File: config.mk
export PLATFORM = sky130hd
export DESIGN_NAME = output_contactor_sequencer
export DESIGN_NICKNAME = d
export VERILOG_FILES = /design/src/contactor_pkg.sv /design/src/output_contactor_sequencer.sv
export SDC_FILE = /design/constraint.sdc
export NUM_CORES = 1
export LEC_CHECK = 0
export ABC_AREA = 1
export BUFFER_PORTS_ARGS = -buffer_cell sky130_fd_sc_hd__buf_2
export CORE_MARGIN = 5
export CORE_UTILIZATION = 35
export CTS_CLUSTER_SIZE = 14
export DETAILED_ROUTE_END_ITERATION = 6
export GPL_ROUTABILITY_DRIVEN = 0
export MAX_ROUTING_LAYER = met4
export PLACE_DENSITY = 0.65
export SLEW_MARGIN = 25
export SYNTH_ARGS = -nofsm -noshare
export SYNTH_HDL_FRONTEND = slang
export SYNTH_SLANG_ARGS = --single-unit
export TNS_END_PERCENT = 100
File: constraint.sdc
create_clock -name pclk -period 2.6 [get_ports pclk]
set_clock_uncertainty 0.05 [all_clocks]
set_input_delay 0.13 -clock pclk [delete_from_list [all_inputs] [get_ports pclk]]
set_output_delay 0.13 -clock pclk [all_outputs]
set_load 0.01 [all_outputs]
File: src/contactor_pkg.sv
package contactor_pkg;

    // Register byte offsets.
    localparam logic [11:0] ctrl_off = 12'h000;
    localparam logic [11:0] run_dly_off = 12'h004;
    localparam logic [11:0] open_dly_off = 12'h008;
    localparam logic [11:0] state_off = 12'h00C;
    localparam logic [11:0] irq_status_off = 12'h010;
    localparam logic [11:0] irq_enable_off = 12'h014;
    localparam logic [11:0] irq_clear_off = 12'h018;

    // Control register field positions.
    localparam int ctrl_drive_en_bit = 0;
    localparam int ctrl_fb_en_bit = 1;

    // Status and interrupt field positions.
    localparam int err_open_bit = 0;
    localparam int err_closed_bit = 1;

    // Delays are held in hundredths of a second.
    localparam logic [12:0] run_dly_reset = 13'h000F;
    localparam logic [12:0] open_dly_reset = 13'h000A;
    localparam logic [12:0] run_dly_max = 13'h1770;
    localparam logic [12:0] open_dly_max = 13'h01F4;
    localparam logic [1:0] ctrl_reset = 2'h0;

    // One tick every 10 ms at the 20 MHz control clock.
    localparam int clk_hz = 20000000;
    localparam int tick_ms = 10;
    localparam int tick_cycles = clk_hz / 1000 * tick_ms;
    localparam logic [17:0] tick_last = 18'(tick_cycles - 1);

    typedef enum logic [3:0] {
        st_idle = 4'h1,
        st_closing = 4'h2,
        st_running = 4'h4,
        st_opening = 4'h8
    } seq_e;

    typedef struct packed {
        logic run_cmd;
        logic current_on;
        logic dc_brake;
        logic feedback_in;
    } drive_in_s;

    typedef struct packed {
        seq_e st;
        logic [17:0] div;
        logic tick;
        logic [12:0] cnt;
        logic [1:0] ctrl;
        logic [12:0] run_dly;
        logic [12:0] open_dly;
        logic [1:0] irq_status;
        logic [1:0] irq_enable;
        logic irq;
        logic [1:0] fb_sync;
        logic run_prev;
        logic drive_out;
        logic motor_en;
        logic pready;
        logic pslverr;
        logic [31:0] prdata;
    } state_s;

endpackage

File: src/output_contactor_sequencer.sv
`timescale 1ns/1ns
`default_nettype none
// Contract
// - With drive output used, request contactor close when run command becomes active.
// - Request contactor open once no motor current is applied.
// - Feedback unassigned disables both contactor error checks.
// - Opened error when feedback not closed at run delay, or opens while running.
// - Closed error when feedback not open at open delay, or closes while stopped.
// - Falling run command clears a latched opened-contact error.
// - Drive output and feedback input each usable without the other.
// - During DC injection braking keep contactor open, no close request.
// - Feedback low means closed; motor runs only after it reads 0.
// - Monitor-only mode holds motor control off for the run delay; the code enables the motor as soon as feedback reads closed.
// - Opened error not evaluated until run delay elapsed after run command.
// - Run delay in hundredths of a second, reset default 0.15 s.
// - Open delay zero to five seconds in hundredths, default 0.10 s.
// - Feedback not 1 when open delay expires raises closed error.
// - Open delay of zero disables closed-contact supervision.
module output_contactor_sequencer
(
    input wire logic pclk,
    input wire logic presetn,
    input wire logic psel,
    input wire logic penable,
    input wire logic pwrite,
    input wire logic [11:0] paddr,
    input wire logic [31:0] pwdata,
    output logic [31:0] prdata,
    output logic pready,
    output logic pslverr,
    input wire contactor_pkg::drive_in_s drive_in,
    output logic contactor_drive_output,
    output logic motor_enable,
    output logic irq
);
    import contactor_pkg::*;

    state_s s_r;
    state_s s_nxt;

    ////////////////////////////////////////////////////////////////////////////
    function automatic logic [12:0] clamp_delay(input logic [31:0] v, input logic [12:0] lim);
        clamp_delay = (v > {19'h0, lim}) ? lim : v[12:0];
    endfunction

    ////////////////////////////////////////////////////////////////////////////
    logic drive_en;
    logic fb_en;
    logic fb_closed;
    logic run_fall;
    logic access;
    logic [1:0] ev;
    logic [1:0] clr;

    always_comb begin
        s_nxt = s_r;
        drive_en = s_r.ctrl[ctrl_drive_en_bit];
        fb_en = s_r.ctrl[ctrl_fb_en_bit];
        fb_closed = ~s_r.fb_sync[1];
        run_fall = s_r.run_prev & ~drive_in.run_cmd;
        access = psel & penable;
        ev = 2'h0;
        clr = 2'h0;

        // Pin feedback passes two flops; only the second one is read.
        s_nxt.fb_sync = {s_r.fb_sync[0], drive_in.feedback_in};
        s_nxt.run_prev = drive_in.run_cmd;

        // Ten millisecond time base for both delays.
        s_nxt.tick = 1'b0;
        if (s_r.div == tick_last) begin
            s_nxt.div = 18'h0;
            s_nxt.tick = 1'b1;
        end else begin
            s_nxt.div = s_r.div + 18'h1;
        end

        case (s_r.st)
            st_idle: begin
                s_nxt.drive_out = 1'b0;
                s_nxt.motor_en = 1'b0;
                // Close request waits out DC braking; a latched opened error blocks a restart.
                if (drive_in.run_cmd && !drive_in.dc_brake &&
                        !s_r.irq_status[err_open_bit]) begin
                    s_nxt.cnt = 13'h0;
                    s_nxt.st = st_closing;
                    s_nxt.drive_out = drive_en;
                end else if (fb_en && fb_closed) begin
                    ev[err_closed_bit] = 1'b1;
                end
            end
            st_closing: begin
                s_nxt.drive_out = drive_en & ~drive_in.dc_brake;
                if (s_r.tick) begin
                    s_nxt.cnt = s_r.cnt + 13'h1;
                end
                if (!drive_in.run_cmd) begin
                    // A contact that already closed gets its open delay before idle checks it.
                    s_nxt.cnt = 13'h0;
                    s_nxt.st = st_opening;
                    s_nxt.drive_out = 1'b0;
                end else if (fb_en) begin
                    // Feedback low starts the motor; no error before the delay.
                    if (fb_closed) begin
                        s_nxt.st = st_running;
                        s_nxt.motor_en = 1'b1;
                    end else if (s_r.cnt >= s_r.run_dly) begin
                        ev[err_open_bit] = 1'b1;
                        s_nxt.st = st_idle;
                        s_nxt.drive_out = 1'b0;
                    end
                end else if (s_r.cnt >= s_r.run_dly) begin
                    // No feedback: run delay alone gates motor control.
                    s_nxt.st = st_running;
                    s_nxt.motor_en = 1'b1;
                end
            end
            st_running: begin
                if (fb_en && !fb_closed) begin
                    ev[err_open_bit] = 1'b1;
                    s_nxt.motor_en = 1'b0;
                    s_nxt.drive_out = 1'b0;
                    s_nxt.st = st_idle;
                end else if (!drive_in.run_cmd) begin
                    s_nxt.motor_en = 1'b0;
                    s_nxt.cnt = 13'h0;
                    s_nxt.st = st_opening;
                end
            end
            st_opening: begin
                // Contactor held until current stops flowing.
                if (!drive_in.current_on) begin
                    s_nxt.drive_out = 1'b0;
                    if (s_r.tick) begin
                        s_nxt.cnt = s_r.cnt + 13'h1;
                    end
                    // Zero open delay or unused feedback skips the check.
                    if (!fb_en || s_r.open_dly == 13'h0) begin
                        s_nxt.st = st_idle;
                    end else if (!fb_closed) begin
                        s_nxt.st = st_idle;
                    end else if (s_r.cnt >= s_r.open_dly) begin
                        ev[err_closed_bit] = 1'b1;
                        s_nxt.st = st_idle;
                    end
                end else begin
                    s_nxt.cnt = 13'h0;
                end
            end
            default: begin
                s_nxt.st = st_idle;
            end
        endcase

        // Idle-closed check skipped when open delay disables it.
        if (s_r.open_dly == 13'h0) begin
            ev[err_closed_bit] = ev[err_closed_bit] & (s_r.st != st_idle);
        end
        if (s_r.st == st_idle && s_r.open_dly == 13'h0) begin
            ev[err_closed_bit] = 1'b0;
        end

        // APB slave: pready comes one cycle into the access phase, so each access has one wait state.
        s_nxt.pready = 1'b0;
        s_nxt.pslverr = 1'b0;
        if (access && !s_r.pready) begin
            s_nxt.pready = 1'b1;
            if (pwrite) begin
                if (paddr == ctrl_off) begin
                    s_nxt.ctrl = pwdata[1:0];
                end else if (paddr == run_dly_off) begin
                    s_nxt.run_dly = clamp_delay(pwdata, run_dly_max);
                end else if (paddr == open_dly_off) begin
                    s_nxt.open_dly = clamp_delay(pwdata, open_dly_max);
                end else if (paddr == irq_enable_off) begin
                    s_nxt.irq_enable = pwdata[1:0];
                end else if (paddr == irq_clear_off) begin
                    clr = pwdata[1:0];
                end else if (paddr != state_off && paddr != irq_status_off) begin
                    s_nxt.pslverr = 1'b1;
                end
            end else begin
                s_nxt.prdata = 32'h0;
                if (paddr == ctrl_off) begin
                    s_nxt.prdata = {30'h0, s_r.ctrl};
                end else if (paddr == run_dly_off) begin
                    s_nxt.prdata = {19'h0, s_r.run_dly};
                end else if (paddr == open_dly_off) begin
                    s_nxt.prdata = {19'h0, s_r.open_dly};
                end else if (paddr == state_off) begin
                    s_nxt.prdata = {24'h0, s_r.motor_en, s_r.drive_out, fb_closed, 1'b0, s_r.st};
                end else if (paddr == irq_status_off) begin
                    s_nxt.prdata = {30'h0, s_r.irq_status};
                end else if (paddr == irq_enable_off) begin
                    s_nxt.prdata = {30'h0, s_r.irq_enable};
                end else if (paddr != irq_clear_off) begin
                    s_nxt.pslverr = 1'b1;
                end
            end
        end

        // Falling run command clears the opened error.
        if (run_fall) begin
            clr[err_open_bit] = 1'b1;
        end
        // Sticky flags: a new event wins over a clear.
        s_nxt.irq_status = (s_r.irq_status & ~clr) | ev;
        s_nxt.irq = |(s_nxt.irq_status & s_r.irq_enable);
    end

    ////////////////////////////////////////////////////////////////////////////
    always_ff @(posedge pclk or negedge presetn) begin
        if (!presetn) begin
            s_r <= '{st: st_idle, div: 18'h0, tick: 1'b0, cnt: 13'h0, ctrl: ctrl_reset,
                     run_dly: run_dly_reset, open_dly: open_dly_reset, irq_status: 2'h0,
                     irq_enable: 2'h0, irq: 1'b0, fb_sync: 2'h3, run_prev: 1'b0,
                     drive_out: 1'b0, motor_en: 1'b0, pready: 1'b0, pslverr: 1'b0,
                     prdata: 32'h0};
        end else begin
            s_r <= s_nxt;
        end
    end

    assign prdata = s_r.prdata;
    assign pready = s_r.pready;
    assign pslverr = s_r.pslverr;
    assign contactor_drive_output = s_r.drive_out;
    assign motor_enable = s_r.motor_en;
    assign irq = s_r.irq;

endmodule // output_contactor_sequencer
`default_nettype wire

==> metrics, run 1 <==
post-DP HPWL=10800 µm; Worst Setup Start Kind=register; Via Count=5080; wire per inst=12.9 µm; sequential element share of the synthesized area=39.0%; vias in the first global route=4850; Critical Path Sink Type=register; dominant cell type by area after synthesis=dfrtp_1; Final min period=2.19 ns; Layout Nets=931; peak supply drop=0.313 mV; CTS clk-pin slew, worst paths=0.06 ns; first-pass GRT wire length=23500 µm; GRT Total Usage=15.2%; initial DRC count=343; Yosys reg bits=89; FF+latch area=2240 µm²; arrival time worst endpoint=2.43 ns; number of flops mapped to enable cells by yosys=0; Post-DRT Antenna Nets=0; yosys warns=0; Starting Density=35.9%; multi-input logic area=2840 µm²; Die ar.=19100 µm²; ys flop type=dfrtp_1; Hold WC Path Type=in2reg; TritonCTS Sinks=89; DRT Pass-1 Iters=5; synth cell count leaders=163 x nand2_1, 115 x inv_1, 113 x nor2_1; Port Buffers=70; Async SR Flop Fraction=100%; status=complete, no violations; n_diodes=0; Pwr Density=562 nW/µm²; FP Rows=46; relative slew slack=50.7%; fillers=1681; P_leak=0.00351 µW; DRC violations left=0; Max Slew Vio Count=0; io pins=90; root buffer cell=clkbuf_16; most frequent cell after synthesis=nand2_1; CP Data Required Time=2.84 ns; post-CTS setup buffer count=0; CORE AREA=16000 µm²; Vias per Instance=4.74; final hold violations=0; CTS tree=built; final setup vio count=0; setup slack after placement=0.419 ns; Crit Path Class=reg2reg; crit-path max FO=8; # Max-Cap Violations=0; largest cells by area after synthesis=dfrtp_1 35%, nand2_1 11%, inv_1 7.5%; RSZ-0062 raised after global routing=no; Die Wd=138 µm; final setup margin=0.408 ns; Slew @ Worst Pin=0.737 ns; largest net degree at the start of global routing=53; die height=138 µm; Fin Setup TNS=0 ns; Distinct cells, synth=38; initial antenna violation count=0; FMAX=456 MHz; total gr overflow=0; mean post-synth cell area=7.40 µm²; Num CTS Buffers=9; Mapped Cells=777; share of the synthesized area in the top cell type=34.8%; Post-Syn Area=5750 µm²; Max Buffers Root-to-Sink=2; crit share post-route=84.3%; Synth-to-Final Area Change=15.4%; layout cell share with drive strength beyond 1=14.4%; clk_lat worst skew=0.35 ns; Post-Route WL=13800 µm; H-tree Lvls=3
-- timing repair --
action	in CTS	in global routing
resized for setup	0	0
hold buffers	9	0
endpoints found under the hold margin	42	0
-- placed cells by master, fill, tap and decap left out, types with 12 or more instances in the layout --
cell and n:
nand3_1 48, o21ai_0 34, conb_1 19, a21oi_1 23, buf_2 69, ha_1 28
nand2_1 163, nor3_1 21, nor2_1 113, o22ai_1 12, nand4_1 18, inv_1 115
dfrtp_1 80
-- metrics by stage --
stage / area (µm²) / utilization (%) / power (µW) / hold WS [ns] / instances
2_1_floorplan: 5810 / - / 2020 / -0.216 / 795
3_3_place_gp: 6200 / 38.7 / 2230 / 0.0727 / 1046
3_5_place_dp: 6200 / 38.7 / 2230 / 0.0797 / 1046
4_1_cts: 6630 / 41.5 / 3760 / 0.00109 / 1071
5_1_grt: 6630 / 41.5 / 3930 / 0.0131 / 1071
6_report: 6630 / 41.5 / 3730 / 0.00806 / 1071
-- flip-flops by register name, summed over array words and instances (netlist names) --
| register | cells |
|---|---|
| pready | 1 |
| motor_enable | 1 |
| drive_en | 1 |
| pslverr | 1 |
| s_r | 68 |
| s_nxt | 1 |
| irq | 1 |
| contactor_drive_output | 1 |
| fb_en | 1 |
| prdata | 13 |
-- where the power goes --
part | total (µW) | switching [µW] | internal (µW)
logic | 745 | 511 | 234
registers | 1480 | 44.8 | 1440
clock network | 1510 | 543 | 964
-- layer usage --
| metal | routed length [µm] | global-route usage (%) | vias up |
|---|---|---|---|
| met1 | 6520 | 20.1 | 2329 |
| met4 | 217 | 4.94 | 0 |
| met5 | 0 | - | - |
| met3 | 779 | 3.07 | 18 |
| met2 | 6280 | 23.5 | 113 |
| li1 | - | - | 2620 |
-- layout make-up --
cell class,count,share of cell area [%]
clock inverters,5,1.55
well taps,216,4.07
repair buffers,84,7.43
multi-input cells,547,42.7
flip-flops and latches,89,33.7
clock buffers,11,3.66
inverters,119,6.81
-- critical path: stages (launching register included) --
cell and delay [ns]:
dfrtp_1 0.48, ha_1 0.36, nand2_1 0.08, inv_1 0.05, nand2_1 0.06, nand2_1 0.04, a21oi_1 0.21, nand3_1 0.19
nor2_1 0.22, nand2_1 0.14, nand3_1 0.14, nand2_1 0.06, nand2_1 0.05
-- kinds of logic after synthesis --
group,count (synthesis),share of synthesized area [%]
DFF,89,39.0
adders and majority gates,28,6.10
AOI/OAI and AO/OA,99,10.2
other,1,0.0653
buffers and inverters,159,12.9
and+or+nand+nor,389,30.0
xor gates and xnor gates,12,1.83
-- final timing paths --
kind                       slack (ns)        from  depth (start not counted)   endpoint
max                              0.41     s_r[80]                         12   s_r[105]
min                             0.008  pwdata[10]                          3    s_r[67]
max reg2reg                      0.41     s_r[80]                         12   s_r[105]
min reg2reg                      0.31   s_nxt[38]                          0    s_r[38]
max in group asynchronous        1.57     presetn                          3  s_nxt[38]
min in group asynchronous        0.24     presetn                          2    s_r[40]
Power figures use the tool's default switching activity.
==> run 2, diff against run 1 <==
==> constraint.sdc (replaced) <==
create_clock -name pclk -period 2.3 [get_ports pclk]
set_clock_uncertainty 0.05 [all_clocks]
set_input_delay 0.115 -clock pclk [delete_from_list [all_inputs] [get_ports pclk]]
set_output_delay 0.115 -clock pclk [all_outputs]
set_load 0.01 [all_outputs]
==> run 2 against run 1 <==
Cell count up 0.75%. Maximum frequency up 4.6%. Flip-flop and latch count unchanged. Routed wire length up 2.7%. Total power up 14%. Critical endpoint unchanged. Highest routed layer unchanged.
==> metrics, run 2 (same netlist as run 1, synthesis figures left out) <==
delay-heaviest family, CP=simple AND/OR/NAND/NOR gates; final setup vio count=0; Crit Path Class=reg2reg; initial DRC count=348; CTS tree=built; first-pass GRT wire length=24300 µm; Crit. path cell count=11; GRT Total Usage=15.7%; Non-Filler Instances=1079; placed cell count=1052; layout cell share with drive strength beyond 1=15.3%; Starting Density=35.9%; CP Data Required Time=2.54 ns; Biggest register=s_r; Max Buffers Root-to-Sink=2; cell mode on critical path=nand2_1; Post-DRT Antenna Nets=0; P_leak=0.00355 µW; number of flip-flops in the largest register=68; Layout Nets=939; DRC violations left=0; Design Area, Final=6710 µm²; R2R setup slack=0.21 ns; Crit-path slowest cell=dfrtp_1; Max Slew Vio Count=0; Hold WC Path Type=in2reg; CP startpoint=s_r[69]; largest net degree at the start of global routing=50; hold slack=0.0134 ns; status=complete, no violations; clk_lat worst skew=0.35 ns; post-CTS setup buffer count=0; post-DP HPWL=11100 µm; H-tree Lvls=3; fillers=1648; root buffer cell=clkbuf_16; relative slew slack=59.0%; Worst setup endpoint=s_r[105]; CP bufs+invs=1; die height=138 µm; TritonCTS Sinks=89; Vias per Instance=4.76; crit-path max FO=4; Worst Setup Start Kind=register; RR Endpoint=s_r[105]; Worst Reg2Reg Path Length in Cells=11; peak supply drop=0.398 mV; Synth-to-Final Area Change=16.7%; n_diodes=0; Num CTS Buffers=9; Post-Route WL=14200 µm; io pins=90; Slew @ Worst Pin=0.610 ns; Final min period=2.09 ns; FMAX=477 MHz; # Max-Cap Violations=0; FP Rows=46; arrival time worst endpoint=2.33 ns; area of placed instances=6240 µm²; Critical Path Sink Type=register; initial antenna violation count=0; crit-path cells=inv_1, ha_1, a21oi_1, nand2_1, a21oi_1, nand3_2, nor2_2, nand2_1, nand3_1, nand2_1, nand2_1; Die ar.=19100 µm²; hold path depth=3; Worst path max stage delay=0.35 ns; DRT Pass-1 Iters=5; total gr overflow=0; crit share post-route=91.1%; most common cell after layout, fill and taps aside=nand2_1; final core occ=41.9%; wire per inst=13.1 µm; Port Buffers=70; final hold violations=0; CTS clk-pin slew, worst paths=0.06 ns; Pwr Density=635 nW/µm²; most frequent cells in the layout=163 x nand2_1, 114 x inv_1, 112 x nor2_1, 80 x dfrtp_1, 69 x buf_2; R2R Path Start=s_r[69]; vias in the first global route=5016; Via Count=5131; CORE AREA=16000 µm²; Die Wd=138 µm
[run 2: cell count changes in the layout (fill, tap and decap cells not counted), sizes merged]
cell	change
clkbuf	-1
clkinvlp	+1
dlygate4sd3	+2
buf	+6
[run 2: repair_timing]
| item | CTS | global route |
|---|---|---|
| setup endpoints to repair | 0 | 3 |
| hold buffers | 11 | 0 |
| hold endpoints to repair | 45 | 0 |
| resized for setup | 0 | 3 |
[run 2: worst min-delay path by stage]
stage | slack (ns) | startpoint | to
floorplan | -0.23 | presetn | contactor_drive_output
global placement | 0.08 | presetn | s_r[40]
detailed placement | 0.09 | presetn | s_r[41]
CTS | 0.003 | pwdata[11] | s_r[68]
global route | 0.02 | pwdata[6] | s_r[63]
finish | 0.01 | pwdata[11] | s_r[68]
[run 2: power by group]
part	internal, µW	total [µW]	switching [µW]
Combinational	281	887	606
Sequential	1620	1670	50.5
Clock	1070	1700	635
Total	2970	4260	1290
[run 2: area by class of cell]
| class | instances | area [µm²] | area share, % |
|---|---|---|---|
| clock buffer | 10 | 229 | 3.41 |
| clock inverter | 6 | 115 | 1.72 |
| inverter | 119 | 455 | 6.79 |
| multi-input combinational | 547 | 2840 | 42.4 |
| sequential | 89 | 2240 | 33.4 |
| tap | 216 | 270 | 4.03 |
| timing repair buffer | 92 | 558 | 8.32 |
[run 2: layer usage]
layer	GRT usage (%)	up-vias	part of all wire, %
li1	-	2624	-
met1	20.5	2340	46
met2	23.8	145	45
met3	3.93	22	6.2
met4	5.46	0	1.9
met5	-	-	0
[run 2: tightest hold or removal path, cell delays in order]
cell and delay [ns]:
buf_2 0.11, nand2_2 0.05, o21ai_0 0.08
[run 2: through the flow]
step / worst slack [ns] / total power [µW] / TNS (ns)
after global routing: -0.0322 / 4500 / -0.0322
after global placement: 0.264 / 2530 / 0
after floorplan: 0.462 / 2290 / 0
final: 0.205 / 4260 / 0
after detailed placement: 0.199 / 2540 / 0
after CTS: 0.172 / 4280 / 0
==> run 3, diff against run 2 <==
--- a/config.mk
+++ b/config.mk
@@ -7,7 +7,6 @@
 export LEC_CHECK = 0
 export ABC_AREA = 1
 export BUFFER_PORTS_ARGS = -buffer_cell sky130_fd_sc_hd__buf_2
-export CORE_MARGIN = 5
 export CORE_UTILIZATION = 35
 export CTS_CLUSTER_SIZE = 14
 export DETAILED_ROUTE_END_ITERATION = 6
==> run 3 against run 2 <==
Count of clock-buffer cells in the layout stayed put. Cell count is 0.37% higher. Total power is 4.5% lower.
==> metrics, run 3 (same netlist as run 1, synthesis figures left out) <==
post-DP HPWL=10800 µm; post-CTS setup buffer count=0; peak supply drop=0.373 mV; Die ar.=16900 µm²; die height=130 µm; Pwr Density=607 nW/µm²; initial DRC count=362; # Max-Cap Violations=0; Synth-to-Final Area Change=16.7%; H-tree Lvls=3; DRT Pass-1 Iters=5; number of flip-flops in the largest register=68; Post-DRT Antenna Nets=0; Max Buffers Root-to-Sink=2; layout cell share with drive strength beyond 1=15.6%; CTS tree=built; most common cell after layout, fill and taps aside=nand2_1; CP Data Required Time=2.49 ns; Post-Route WL=13800 µm; total gr overflow=0; root buffer cell=clkbuf_16; io pins=90; status=complete, no violations; hold slack=0.0166 ns; vias in the first global route=4940; clk_lat worst skew=0.35 ns; Starting Density=36.0%; RSZ-0062 raised after global routing=no; n_diodes=0; Final min period=2.02 ns; Critical Path Sink Type=register; most frequent cells in the layout=163 x nand2_1, 115 x inv_1, 112 x nor2_1, 80 x dfrtp_1, 69 x buf_2; FP Rows=46; CP bufs+invs=1; crit share post-route=88.0%; Port Buffers=70; Fin Setup TNS=0 ns; CTS clk-pin slew, worst paths=0.07 ns; relative slew slack=57.8%; crit-path max FO=4; Max Slew Vio Count=0; Crit Path Class=reg2reg; delay-heaviest family, CP=simple AND/OR/NAND/NOR gates; Crit-path slowest cell=dfrtp_1; Layout Nets=943; Hold WC Path Type=in2reg; Slew @ Worst Pin=0.629 ns; CORE AREA=15900 µm²; Vias per Instance=4.71; FMAX=494 MHz; DRC violations left=0; cell mode on critical path=nand2_1; Via Count=5102; crit-path cells=ha_1, nand2_1, nor2_1, inv_1, nor2_1, nand2_1, nand3_2, nor2_2, nand2_1, nand3_1, nand2_1, nand2_1; Num CTS Buffers=9; wire per inst=12.8 µm; Die Wd=130 µm; initial antenna violation count=0; largest net degree at the start of global routing=50; Worst Setup Start Kind=register; Biggest register=s_r; P_leak=0.00355 µW; Worst path max stage delay=0.42 ns; final hold violations=0; fillers=1652; TritonCTS Sinks=89; arrival time worst endpoint=2.22 ns; GRT Total Usage=18.6%; first-pass GRT wire length=23600 µm; final setup vio count=0
==> run 3: stage by stage <==
step	cells	setup slack (ns)	power, µW	instance area, µm²	util [%]
CTS	1083	0.175	4100	6700	42.0
detailed placement	1054	0.204	2550	6260	39.3
finish	1083	0.276	4070	6710	42.1
global placement	1054	0.276	2540	6260	39.3
global route	1083	0.0210	4280	6710	42.1
floorplan	795	0.462	2290	5810	-
==> run 3: layout make-up <==
cell class / instances / area, µm² / area share, %
multi-input combinational: 547 / 2850 / 42.4
clock buffer: 10 / 239 / 3.56
inverter: 119 / 452 / 6.74
clock inverter: 6 / 67.6 / 1.01
tap: 216 / 270 / 4.03
sequential: 89 / 2240 / 33.4
timing repair buffer: 96 / 593 / 8.84
==> run 3: worst register-to-register path, cell delays in order, from the launching register on <==
cell	delay, ns
dfrtp_1	0.42
ha_1	0.31
nand2_1	0.07
nor2_1	0.20
inv_1	0.06
nor2_1	0.16
nand2_1	0.11
nand3_2	0.12
nor2_2	0.06
nand2_1	0.12
nand3_1	0.13
nand2_1	0.07
nand2_1	0.05
==> run 3: worst paths after layout <==
path | slack [ns] | from | end | cells past startpoint
setup / recovery | 0.28 | s_r[83] | s_r[107] | 12
hold / removal | 0.02 | pwdata[4] | s_r[61] | 3
setup reg to reg | 0.28 | s_r[83] | s_r[107] | 12
hold reg to reg | 0.31 | s_nxt[38] | s_r[38] | 0
max in group asynchronous | 1.25 | presetn | s_nxt[38] | 3
min in group asynchronous | 0.25 | presetn | s_r[41] | 2
==> run 3: power breakdown <==
group          leakage [µW]  internal [µW]  switching (µW)
clock              0.000145            874             654
combinational       0.00226            287             584
sequential          0.00115           1620            49.6
==> run 3: what timing repair did <==
action / in CTS / in global routing
gates resized for setup: 0 / 3
endpoints found under the hold margin: 48 / 0
setup endpoints to repair: 0 / 4
hold buffers: 13 / 0
==> run 3: layer usage <==
layer | global-route usage [%] | wire (µm) | vias up
li1 | - | - | 2640
met4 | 6.91 | 283 | 0
met1 | 24.7 | 6820 | 2320
met5 | - | 0 | -
met3 | 2.46 | 656 | 21
met2 | 28.8 | 6050 | 121
